===== src/include/uart_bsi_regs.vh =====
// register offsets, fields, reset values and timing counts for the uart buffer block
`ifndef UART_BSI_REGS_VH
`define UART_BSI_REGS_VH
`define ADDR_RX_DATA 12'h14c
`define ADDR_CMD 12'h148
`define ADDR_TX_DATA 12'h14c
`define ADDR_CHANNEL_STATUS 12'h144
`define ADDR_MODE_ONE 12'h140
`define ADDR_IN_CHANGE 12'h150
`define ADDR_AUX_CTRL 12'h150
`define ADDR_INT_FLAGS 12'h154
`define ADDR_INT_ENABLES 12'h154
`define ADDR_BAUD_HIGH 12'h158
`define ADDR_BAUD_LOW 12'h15c
`define ADDR_VECTOR 12'h170
`define ADDR_PIN_LEVEL 12'h174
`define ADDR_OUT_SET 12'h178
`define ADDR_OUT_CLEAR 12'h17c
`define ADDR_CONFIG 12'h180
`define RX_DATA_RESET 8'hff
`define VECTOR_RESET 8'h0f
`define BAUD_MIN 16'h0002
`define INT_TX_READY 0
`define INT_RX 1
`define INT_BREAK 2
`define INT_CHANGE 7
`define MODE_ONE_RX_SEL 6
`define AUX_CHANGE_EN 0
`define CFG_LOOPBACK 0
`define CFG_MULTIDROP 1
`define CMD_RX_NONE 2'h0
`define CMD_RX_ENABLE 2'h1
`define CMD_RX_DISABLE 2'h2
`define CMD_TX_NONE 2'h0
`define CMD_TX_ENABLE 2'h1
`define CMD_TX_DISABLE 2'h2
`define CMD_MISC_RESET_RX 3'h2
`define CMD_MISC_RESET_TX 3'h3
`define CMD_MISC_RESET_BREAK 3'h5
`define CTS_FILTER_NS 25000
`define CLK_PERIOD_NS 5
`define CTS_FILTER_CYCLES ((`CTS_FILTER_NS + `CLK_PERIOD_NS - 1) / `CLK_PERIOD_NS)
`endif


===== src/core/uart_buffers_status.v =====
// uart receive fifo, transmit buffer, cts change and interrupt status logic
`timescale 1ns/1ps
`default_nettype none
`include "uart_bsi_regs.vh"
module uart_buffers_status #(
  parameter FILTER_CYCLES = `CTS_FILTER_CYCLES,
  parameter FIFO_DEPTH = 3,
  parameter STARTUP_TICKS = 2
) (
  // clock, reset, enable
  input wire clk,
  input wire rst,
  input wire clkEn,
  // register port
  input wire [11:0] addr,
  input wire [7:0] wrData,
  input wire wrStb,
  input wire rdStb,
  output reg [7:0] rdData,
  // receive shifter side
  input wire rxCharDone,
  input wire [7:0] rxChar,
  input wire rxBreakEdge,
  output wire rxEnabled,
  output wire rxHunt,
  // transmit shifter side
  input wire txShiftEmpty,
  output reg txLoad,
  output reg [7:0] txChar,
  output wire txEnabled,
  // baud timer
  input wire serialTick,
  output wire [15:0] baudPreload,
  // pins
  input wire ctsPinN,
  output reg rtsPinN,
  // interrupt
  output wire intReq,
  output wire [7:0] intVector
);
  localparam CNT_W = 16;
  localparam [15:0] BAUD_RESET = `BAUD_MIN;
  // receive fifo storage
  reg [7:0] fifoMem [0:FIFO_DEPTH-1];
  reg [1:0] fifoCount_reg;
  reg rxEnable_reg;
  reg rxHunt_reg;
  reg txEnable_reg;
  reg txReady_reg;
  reg [7:0] txHold_reg;
  reg [7:0] modeOne_reg;
  reg [1:0] config_reg;
  reg [7:0] auxCtrl_reg;
  reg [7:0] intEnables_reg;
  reg [7:0] vector_reg;
  reg [7:0] baudHigh_reg;
  reg [7:0] baudLow_reg;
  reg breakChange_reg;
  reg changeFlag_reg;
  reg changeStatus_reg;
  reg rtsBit_reg;
  // cts synchroniser and filter
  reg ctsMeta_reg;
  reg ctsSync_reg;
  reg ctsStable_reg;
  reg [CNT_W-1:0] filterCnt_reg;
  reg [1:0] startTicks_reg;
  reg ctsLive_reg;
  wire fifoFull;
  wire fifoEmpty;
  wire rxActive;
  wire popFifo;
  wire pushFifo;
  wire readChange;
  wire cmdWrite;
  wire [1:0] rxCmd;
  wire [1:0] txCmd;
  wire [2:0] miscCmd;
  wire ctsChangeEvent;
  wire [7:0] intFlags;
  wire wrModeOne;
  wire wrConfig;
  wire wrAuxCtrl;
  wire wrIntEnables;
  wire wrVector;
  wire wrBaudHigh;
  wire wrBaudLow;
  wire wrOutSet;
  wire wrOutClear;
  wire wrTxData;
  wire resetRx;
  wire resetTx;
  wire resetBreak;
  wire startupSample;
  wire startupChange;
  integer i;

  function isWrite;
    input [11:0] a;
    input [11:0] target;
    begin
      isWrite = wrStb && (a == target);
    end
  endfunction

  assign fifoFull = (fifoCount_reg == FIFO_DEPTH);
  assign fifoEmpty = (fifoCount_reg == 2'd0);
  assign rxActive = rxEnable_reg || config_reg[`CFG_LOOPBACK] || config_reg[`CFG_MULTIDROP];
  assign rxEnabled = rxActive;
  assign rxHunt = rxHunt_reg;
  assign txEnabled = txEnable_reg;
  assign popFifo = rdStb && (addr == `ADDR_RX_DATA) && !fifoEmpty;
  assign pushFifo = rxCharDone && rxActive && !fifoFull;
  assign readChange = rdStb && (addr == `ADDR_IN_CHANGE);
  assign cmdWrite = isWrite(addr, `ADDR_CMD);
  assign wrModeOne = isWrite(addr, `ADDR_MODE_ONE);
  assign wrConfig = isWrite(addr, `ADDR_CONFIG);
  assign wrAuxCtrl = isWrite(addr, `ADDR_AUX_CTRL);
  assign wrIntEnables = isWrite(addr, `ADDR_INT_ENABLES);
  assign wrVector = isWrite(addr, `ADDR_VECTOR);
  assign wrBaudHigh = isWrite(addr, `ADDR_BAUD_HIGH);
  assign wrBaudLow = isWrite(addr, `ADDR_BAUD_LOW);
  assign wrOutSet = isWrite(addr, `ADDR_OUT_SET);
  assign wrOutClear = isWrite(addr, `ADDR_OUT_CLEAR);
  assign wrTxData = isWrite(addr, `ADDR_TX_DATA);
  assign resetRx = cmdWrite && (miscCmd == `CMD_MISC_RESET_RX);
  assign resetTx = cmdWrite && (miscCmd == `CMD_MISC_RESET_TX);
  assign resetBreak = cmdWrite && (miscCmd == `CMD_MISC_RESET_BREAK);
  assign startupSample = !ctsLive_reg && (startTicks_reg == STARTUP_TICKS[1:0]);
  assign startupChange = startupSample && !ctsSync_reg;
  assign rxCmd = wrData[1:0];
  assign txCmd = wrData[3:2];
  assign miscCmd = wrData[6:4];
  assign baudPreload = {baudHigh_reg, baudLow_reg};
  assign intVector = vector_reg;
  assign ctsChangeEvent = ctsLive_reg && (ctsSync_reg != ctsStable_reg) &&
    (filterCnt_reg == FILTER_CYCLES[CNT_W-1:0]);
  // status bits: change, break, receiver, transmitter
  assign intFlags = {changeStatus_reg, 4'h0, breakChange_reg,
    (modeOne_reg[`MODE_ONE_RX_SEL] ? fifoFull : !fifoEmpty),
    txReady_reg};
  assign intReq = |(intFlags & intEnables_reg);

  // receiver control and fifo
  always @(posedge clk) begin
    if (rst) begin
      fifoCount_reg <= 2'd0;
      rxEnable_reg <= 1'b0;
      rxHunt_reg <= 1'b0;
      breakChange_reg <= 1'b0;
      for (i = 0; i < FIFO_DEPTH; i = i + 1) begin
        fifoMem[i] <= `RX_DATA_RESET;
      end
    end else if (clkEn) begin
      if (rxCharDone && rxActive) begin
        rxHunt_reg <= 1'b0;
      end
      if (cmdWrite) begin
        case (rxCmd)
          `CMD_RX_ENABLE: begin
            if (!rxEnable_reg) begin
              rxEnable_reg <= 1'b1;
              rxHunt_reg <= !config_reg[`CFG_MULTIDROP];
            end
          end
          `CMD_RX_DISABLE: begin
            rxEnable_reg <= 1'b0;
            if (!(config_reg[`CFG_LOOPBACK] || config_reg[`CFG_MULTIDROP])) begin
              rxHunt_reg <= 1'b0;
            end
          end
          default: begin
            rxEnable_reg <= rxEnable_reg;
          end
        endcase
        if (resetRx) begin
          rxEnable_reg <= 1'b0;
          rxHunt_reg <= 1'b0;
        end
      end
      // shift down on pop, write pushed char at the new tail
      if (popFifo) begin
        for (i = 0; i < FIFO_DEPTH - 1; i = i + 1) begin
          fifoMem[i] <= fifoMem[i+1];
        end
      end
      if (pushFifo || (popFifo && rxCharDone && rxActive)) begin
        fifoMem[popFifo ? fifoCount_reg - 2'd1 : fifoCount_reg] <= rxChar;
      end
      if (resetRx) begin
        fifoCount_reg <= 2'd0;
      end else if (popFifo && !(rxCharDone && rxActive)) begin
        fifoCount_reg <= fifoCount_reg - 2'd1;
      end else if (pushFifo && !popFifo) begin
        fifoCount_reg <= fifoCount_reg + 2'd1;
      end
      if (rxBreakEdge) begin
        breakChange_reg <= 1'b1;
      end else if (resetBreak) begin
        breakChange_reg <= 1'b0;
      end
    end
  end

  // transmitter holding register
  always @(posedge clk) begin
    if (rst) begin
      txEnable_reg <= 1'b0;
      txReady_reg <= 1'b0;
      txHold_reg <= 8'h00;
      txLoad <= 1'b0;
      txChar <= 8'h00;
    end else if (clkEn) begin
      txLoad <= 1'b0;
      if (resetTx || (cmdWrite && txCmd == `CMD_TX_DISABLE)) begin
        txEnable_reg <= 1'b0;
        txReady_reg <= 1'b0;
      end else if (cmdWrite && txCmd == `CMD_TX_ENABLE && !txEnable_reg) begin
        txEnable_reg <= 1'b1;
        txReady_reg <= 1'b1;
      end else if (wrTxData && txReady_reg && txEnable_reg) begin
        txHold_reg <= wrData;
        txReady_reg <= 1'b0;
      end else if (txEnable_reg && !txReady_reg && txShiftEmpty && !txLoad) begin
        txChar <= txHold_reg;
        txLoad <= 1'b1;
        txReady_reg <= 1'b1;
      end
    end
  end

  // configuration registers
  always @(posedge clk) begin
    if (rst) begin
      modeOne_reg <= 8'h00;
      config_reg <= 2'h0;
      auxCtrl_reg <= 8'h00;
      intEnables_reg <= 8'h00;
      vector_reg <= `VECTOR_RESET;
      baudHigh_reg <= BAUD_RESET[15:8];
      baudLow_reg <= BAUD_RESET[7:0];
      rtsBit_reg <= 1'b0;
      rtsPinN <= 1'b1;
    end else if (clkEn) begin
      if (wrModeOne) begin
        modeOne_reg <= wrData;
      end
      if (wrConfig) begin
        config_reg <= wrData[1:0];
      end
      if (wrAuxCtrl) begin
        auxCtrl_reg <= wrData;
      end
      if (wrIntEnables) begin
        intEnables_reg <= wrData;
      end
      if (wrVector) begin
        vector_reg <= wrData;
      end
      if (wrBaudHigh) begin
        baudHigh_reg <= wrData;
      end
      if (wrBaudLow) begin
        baudLow_reg <= wrData;
      end
      if (wrOutSet && wrData[0]) begin
        rtsBit_reg <= 1'b1;
        rtsPinN <= 1'b0;
      end else if (wrOutClear && wrData[0]) begin
        rtsBit_reg <= 1'b0;
        rtsPinN <= 1'b1;
      end
    end
  end

  // cts sampling, filter and change flags
  always @(posedge clk) begin
    if (rst) begin
      ctsMeta_reg <= 1'b1;
      ctsSync_reg <= 1'b1;
      ctsStable_reg <= 1'b1;
      filterCnt_reg <= {CNT_W{1'b0}};
      startTicks_reg <= 2'd0;
      ctsLive_reg <= 1'b0;
      changeFlag_reg <= 1'b0;
      changeStatus_reg <= 1'b0;
    end else if (clkEn) begin
      ctsMeta_reg <= ctsPinN;
      ctsSync_reg <= ctsMeta_reg;
      if (!ctsLive_reg) begin
        if (serialTick) startTicks_reg <= startTicks_reg + 2'd1;
        if (startupSample) begin
          ctsLive_reg <= 1'b1;
          ctsStable_reg <= ctsSync_reg;
          if (startupChange) begin
            changeFlag_reg <= 1'b1;
            if (auxCtrl_reg[`AUX_CHANGE_EN]) changeStatus_reg <= 1'b1;
          end
        end
      end else if (ctsSync_reg == ctsStable_reg) begin
        filterCnt_reg <= {CNT_W{1'b0}};
      end else if (ctsChangeEvent) begin
        ctsStable_reg <= ctsSync_reg;
        filterCnt_reg <= {CNT_W{1'b0}};
      end else begin
        filterCnt_reg <= filterCnt_reg + 1'b1;
      end
      if (ctsChangeEvent) begin
        changeFlag_reg <= 1'b1;
        if (auxCtrl_reg[`AUX_CHANGE_EN]) changeStatus_reg <= 1'b1;
      end else if (readChange && !startupChange) begin
        changeFlag_reg <= 1'b0;
        changeStatus_reg <= 1'b0;
      end
    end
  end

  // read data, valid in the cycle after the strobe
  always @(posedge clk) begin
    if (rst) begin
      rdData <= 8'h00;
    end else if (clkEn) begin
      rdData <= 8'h00;
      if (rdStb) begin
        case (addr)
          `ADDR_RX_DATA: rdData <= fifoMem[0];
          `ADDR_CHANNEL_STATUS: rdData <= {6'h00, fifoFull, !fifoEmpty} |
            {5'h00, txReady_reg, 2'h0};
          `ADDR_IN_CHANGE: rdData <= {changeFlag_reg, 6'h00, ctsSync_reg};
          `ADDR_INT_FLAGS: rdData <= intFlags;
          `ADDR_MODE_ONE: rdData <= modeOne_reg;
          `ADDR_CMD: rdData <= {4'h0, rtsBit_reg, rxHunt_reg, txEnable_reg, rxEnable_reg};
          `ADDR_VECTOR: rdData <= vector_reg;
          `ADDR_PIN_LEVEL: rdData <= {7'h00, ctsSync_reg};
          `ADDR_CONFIG: rdData <= {6'h00, config_reg};
          default: rdData <= 8'h00;
        endcase
      end
    end
  end
endmodule // uart_buffers_status
`default_nettype wire


===== config.mk =====
export PLATFORM = sky130hd
export DESIGN_NAME = uart_buffers_status
export DESIGN_NICKNAME = d
export VERILOG_FILES = /design/src/core/uart_buffers_status.v
export VERILOG_INCLUDE_DIRS = /design/src /design/src/include
export SDC_FILE = /design/constraint.sdc
export NUM_CORES = 1
export LEC_CHECK = 0
export BUFFER_PORTS_ARGS = -buffer_cell sky130_fd_sc_hd__buf_2
export CAP_MARGIN = 30
export CORE_UTILIZATION = 60
export CTS_BUF_LIST = sky130_fd_sc_hd__clkbuf_4 sky130_fd_sc_hd__clkbuf_8
export CTS_CLUSTER_DIAMETER = 40
export DETAILED_ROUTE_END_ITERATION = 12
export PLACE_DENSITY = 0.93
export SYNTH_ARGS = -nofsm -noshare
export SYNTH_HDL_FRONTEND = slang
export SYNTH_SLANG_ARGS = --single-unit

===== constraint.sdc =====
create_clock -name clk -period 6.8 [get_ports clk]
set_input_delay 0.68 -clock clk [delete_from_list [all_inputs] [get_ports clk]]
set_output_delay 0.68 -clock clk [all_outputs]
set_load 0.03 [all_outputs]

### Word level (Yosys, flattened, before mapping)

Memories as Yosys holds them, arrays and structs flattened.
Index checks and enable logic that the tools add are counted.

* register bits after elaboration: 101
* memories: 1
* bits in writable memories: 24
* logic and storage cells: 219

Memories
* fifoMem: words 3, bits a word 8, rd ports 3, clocked after Yosys merged registers in 0, wr ports 3, RTL line uart_buffers_status.v:44 `reg [7:0] fifoMem [0:FIFO_DEPTH-1];`

* equal/unequal tests: 28
* multiplexer cells: 66
* $add $sub $neg: 4
* reductions and logical operators: 85
* bitwise logic cells: 8

Operators by type and width (count)
* equality test 12 x 9 -> 1 bit (second input constant): 13
* one-hot mux 8 bit (9 select lines): 1
* two-way mux 1 bit: 52
* logical AND 1 bit: 38
* two-way mux 16 bit: 2
* two-way mux 8 bit: 4
* AND reduction 2 bit: 13
* adder 16 x 1 -> 16 bit (second input constant): 1
* equality test 16 x 13 -> 1 bit (second input constant): 1
* OR reduction 8 bit: 2
* AND reduction 4 bit: 3
* nonzero test 3 bit: 4
* zero test 1 bit: 11
* two-way mux 2 bit: 5
* AND 8 bit: 1
* equality test 2 bit (second input constant): 4
* nonzero test 2 bit: 4
* equality test 3 x 2 -> 1 bit (second input constant): 2
* AND reduction 3 bit: 2
* logical OR 1 bit: 5
* AND reduction 5 bit: 1
* adder 2 x 1 -> 2 bit (second input constant): 2
* equality test 2 x 1 -> 1 bit (second input constant): 2
* NOT 1 bit: 4
* 12 further kinds: 14

### Logic depth before layout (Yosys ltp)

* word-level depth: 12
* gate-level depth with buffers: 8
* gate-level depth less buffers: 7

### Least setup slack after synthesis

OpenSTA, ideal clock, no wires.

* path kind: input port to flip-flop
* start point: input port addr[4]
* end point: memory fifoMem[1][0], enable pin
* path buffers: 1
* arrival time: 2.580 ns
* required time: 6.466 ns
* path slack: 3.886 ns
* stages on the path: 6
* cells stage by stage: clkbuf_1 -> or4b_4 -> nor4_4 -> nand3_2 -> a21oi_4 -> nand2b_1

RTL lines
* from (decl): RTL line uart_buffers_status.v:15 `input wire [11:0] addr,`
* to (decl): RTL line uart_buffers_status.v:44

### Final worst setup path

* start point: input port addr[9]
* end point: register vector_reg[0], in the netlist intVector[0]

* word-level cells in the longest chain between the ends: 3

Ends and longest elaborated chain
* equality test 12 x 9 -> 1 bit: RTL line uart_buffers_status.v:102 `isWrite = wrStb && (a == target);`
* logical AND 1 bit: RTL line uart_buffers_status.v:102
* AND reduction 2 bit (no source line)
* to (signal assigned): RTL line uart_buffers_status.v:239 `` vector_reg <= `VECTOR_RESET; ``
* to (signal assigned): RTL line uart_buffers_status.v:258 `vector_reg <= wrData;`
* to (decl): RTL line uart_buffers_status.v:55 `reg [7:0] vector_reg;`

Every way passes these cells.
A chain may end at the register's enable or synchronous reset.

==> summary.md <==
| Metric | Value |
|---|---|
| Status | completed |
| Min Tclk post-route | 2.97 ns |
| Most common cell in the netlist | dfxtp_1 |
| Startpoint types | input pin |
| N_diodes | 0 |
| Syn_nets | 661 |
| CTS resizes | 0 |
| CP Class | input pin to flip-flop |
| Asr flop ratio synth | 0% |
| FP Rows | 35 |
| Endpoints failing hold | 0 |
| Initial antenna violation count | 1 |
| Port bufs | 83 |
| Clock Path Buffers | 2 |
| Hold-fix buffers, CTS | 0 |
| Worst path cell trace | buf_2, or4b_1, nor4_2, and2_1, mux2i_1, nand2_1 |
| HPWL after DPL | 11,000 um |
| Starting density of the core | just over 60% |
| FILL cells | between 600 and 700 |
| Final Util | 71.6% |
| Post-synth EDFFs | 24 |
| Gr ovfl total | 0 |
| First-pass GRT wire length | roughly 25,000 um |
| Power per Cell Area | 222 nW/um2 |
| Clk sinks | 121 |
| Synth top area share | 33.6% |
| Final nets | 740 |
| CTS clk-pin slew, worst paths | 0.08 ns |
| Post-Syn Area | 5780 um2 |
| Routed WL | between 15,000 and 20,000 um |
| Number of DRC markers in iteration 0 | 499 |
| Area grow syn2layout | 15.1% |
| Synth top cells by count | dfxtp_1 (97), nor2_1 (92), nand2_1 (70) |
| F_max | 337 MHz |
| Synth top area cells | dfxtp_1 (34%), edfxtp_1 (12%), mux2i_1 (11%), nor2_1 (6.0%), nand2_1 (4.5%) |
| Die X | 100 um |
| Vias per cell | 6.20 |
| Core area | 9280 um2 |
| Slew Viols, Final | 0 |
| Drt drc | 0 |
| Worst Max-Slew Pin Slew | roughly 0.94 ns |
| Postcts setup bufs | 0 |
| Routed WL per cell | 19.1 um |
| Placer congestion estimate | 0.994 |
| Sum Neg Setup Slack | 0 ns |
| Max stage delay on crit path | roughly 0.69 ns |
| Max-slew headroom | around 36% |
| WP data required | 7.11 ns |
| ANT nets after route | 0 |
| Clock latency on the worst-skew pair | between 0.4 and 0.5 ns |
| Netlist cell types | 71 |
| DRT Pass-1 Iters | 6 |
| Max-cap check violation count | 0 |
| Max reg flops | 24 |
| Crit path max fanout | 8 |
| Number of global-route vias before repair | 5,003 |
| Via count | 5,184 |
| Most common flop cell mapped by yosys | dfxtp_1 |
| Setup violations, final | 0 |
| Cell count after synthesis | 616 |
| Yosys reg bits | 121 |
| Mean post-synth cell area | 9.38 um2 |
| Layout cells sized above 1 | 19.9% |
| Hold_ws | approximately 0.46 ns |
| CTS buffer count | 17 |
| Hold crit path type | flip-flop to flip-flop |
| Critical Path AT | 3.28 ns |
| Peak supply drop | 0.000166 V |
| Die Y-Extent | between 100 and 150 um |
| Crit path capture type | flip-flop |
| IO Count | 84 |
| Area leader, netlist | dfxtp_1 |
| Setup Skew | roughly 0.015 ns |
| CTS tree | done |
| Register area share after synthesis | between 40% and 50% |
| Leak pwr | 0.00276 uW |
| Pwr Total | 1470 uW |
| Final Cycle Share | a little over two fifths |
| Die area | 10,000 um2 |
| CTS root buffer | clkbuf_8 |
| H-tree level count | 4 |
| Worst path slowest cell | nor4_2 |
| GRT Util Overall | 32.8% |
| Syn. warnings | 0 |
| RSZ-0062 raised after global routing | false |
| Largest net degree at the start of global routing | 71 |
==> worst max-delay path, delay by kind of cell <==
kind	cells	cell delay, ns
simple gates	4	2.09
buf+inv	1	0.11
mux	1	0.39
==> worst paths after layout <==
path	startpoint	end	slack, ns	depth (start not counted)
max	addr[9]	intVector[0]$_SDFFE_PP1P_	3.83	6
min	rdData[3]$_SDFFE_PP0P_	rdData[3]$_SDFFE_PP0P_	0.46	2
max reg2reg	fifoCount_reg[0]$_SDFFE_PP0P_	fifoMem[0][3]$_DFFE_PP_	3.88	7
min reg2reg	rdData[3]$_SDFFE_PP0P_	rdData[3]$_SDFFE_PP0P_	0.46	2
==> layout make-up <==
class | instances | area, um2 | share of cell area, %
Tap cell | 129 | 161 | 2.43
Clock buffer | 18 | 248 | 3.73
Sequential cell | 121 | 2660 | 40.1
Inverter | 23 | 86.3 | 1.30
Timing Repair Buffer | 87 | 443 | 6.66
Multi-Input combinational cell | 445 | 2900 | 43.7
Clock inverter | 13 | 141 | 2.13
==> cells in the final DEF (no fill, tap or decap), drive strengths merged, types with 3 or more instances in the layout <==
| cell type | count |
|---|---|
| nand2 | 70 |
| or4 | 6 |
| dfxtp | 97 |
| nand3 | 17 |
| and2 | 3 |
| xor2 | 6 |
| nor4b | 5 |
| ha | 7 |
| nand4 | 13 |
| clkinv | 5 |
| and3 | 7 |
| or4b | 3 |
| mux2i | 63 |
| nand2b | 6 |
| nor2 | 92 |
| nor3b | 3 |
| clkbuf | 18 |
| nor3 | 8 |
| nand3b | 4 |
| o31ai | 3 |
| o211ai | 6 |
| a211oi | 3 |
| a31oi | 4 |
| nor2b | 3 |
| edfxtp | 24 |
| nor4 | 8 |
| buf | 87 |
| o21ai | 18 |
| or4bb | 3 |
| a22oi | 6 |
| inv | 28 |
| a21oi | 30 |
| and4 | 3 |
| xnor2 | 8 |
| mux2 | 3 |
==> power by group <==
group / leakage, uW / switching (uW) / internal (uW) / total (uW)
Combinational: 0.00161 / 56.9 / 25.7 / 82.6
Clock: 0.000200 / 318 / 337 / 654
Sequential: 0.000945 / 3.21 / 733 / 736
Total: 0.00276 / 378 / 1090 / 1470
==> logic make-up (layout without fill, tap and decap cells) <==
group / after synthesis / after routing / synth area share (%)
xor+xnor: 14 / 14 / 2.12
compound gates: 92 / 92 / 10.8
flops: 121 / 121 / 46.1
simple gates: 264 / 264 / 23.6
fa+ha+maj: 7 / 7 / 1.52
mux: 68 / 68 / 12.3
buf+inv: 50 / 141 / 3.64
==> stage by stage <==
| step | std cells | cell area, um2 | worst slack (ns) |
|---|---|---|---|
| global placement | 803 | 6240 | 3.33 |
| finish | 836 | 6650 | 3.83 |
| CTS | 835 | 6640 | 3.64 |
| floorplan | 616 | 5780 | 3.89 |
| detailed placement | 804 | 6250 | 3.16 |
| global route | 836 | 6650 | 3.69 |
==> routing by layer <==
layer | part of all wire, % | track usage (%) | vias up
li1 | - | - | 2372
met1 | 39 | 39.5 | 2431
met2 | 47 | 52.7 | 302
met3 | 8.8 | 9.82 | 77
met4 | 4.9 | 18.3 | 2
met5 | 0.069 | 0 | -
No activity file was read; power rests on OpenSTA's default activity.
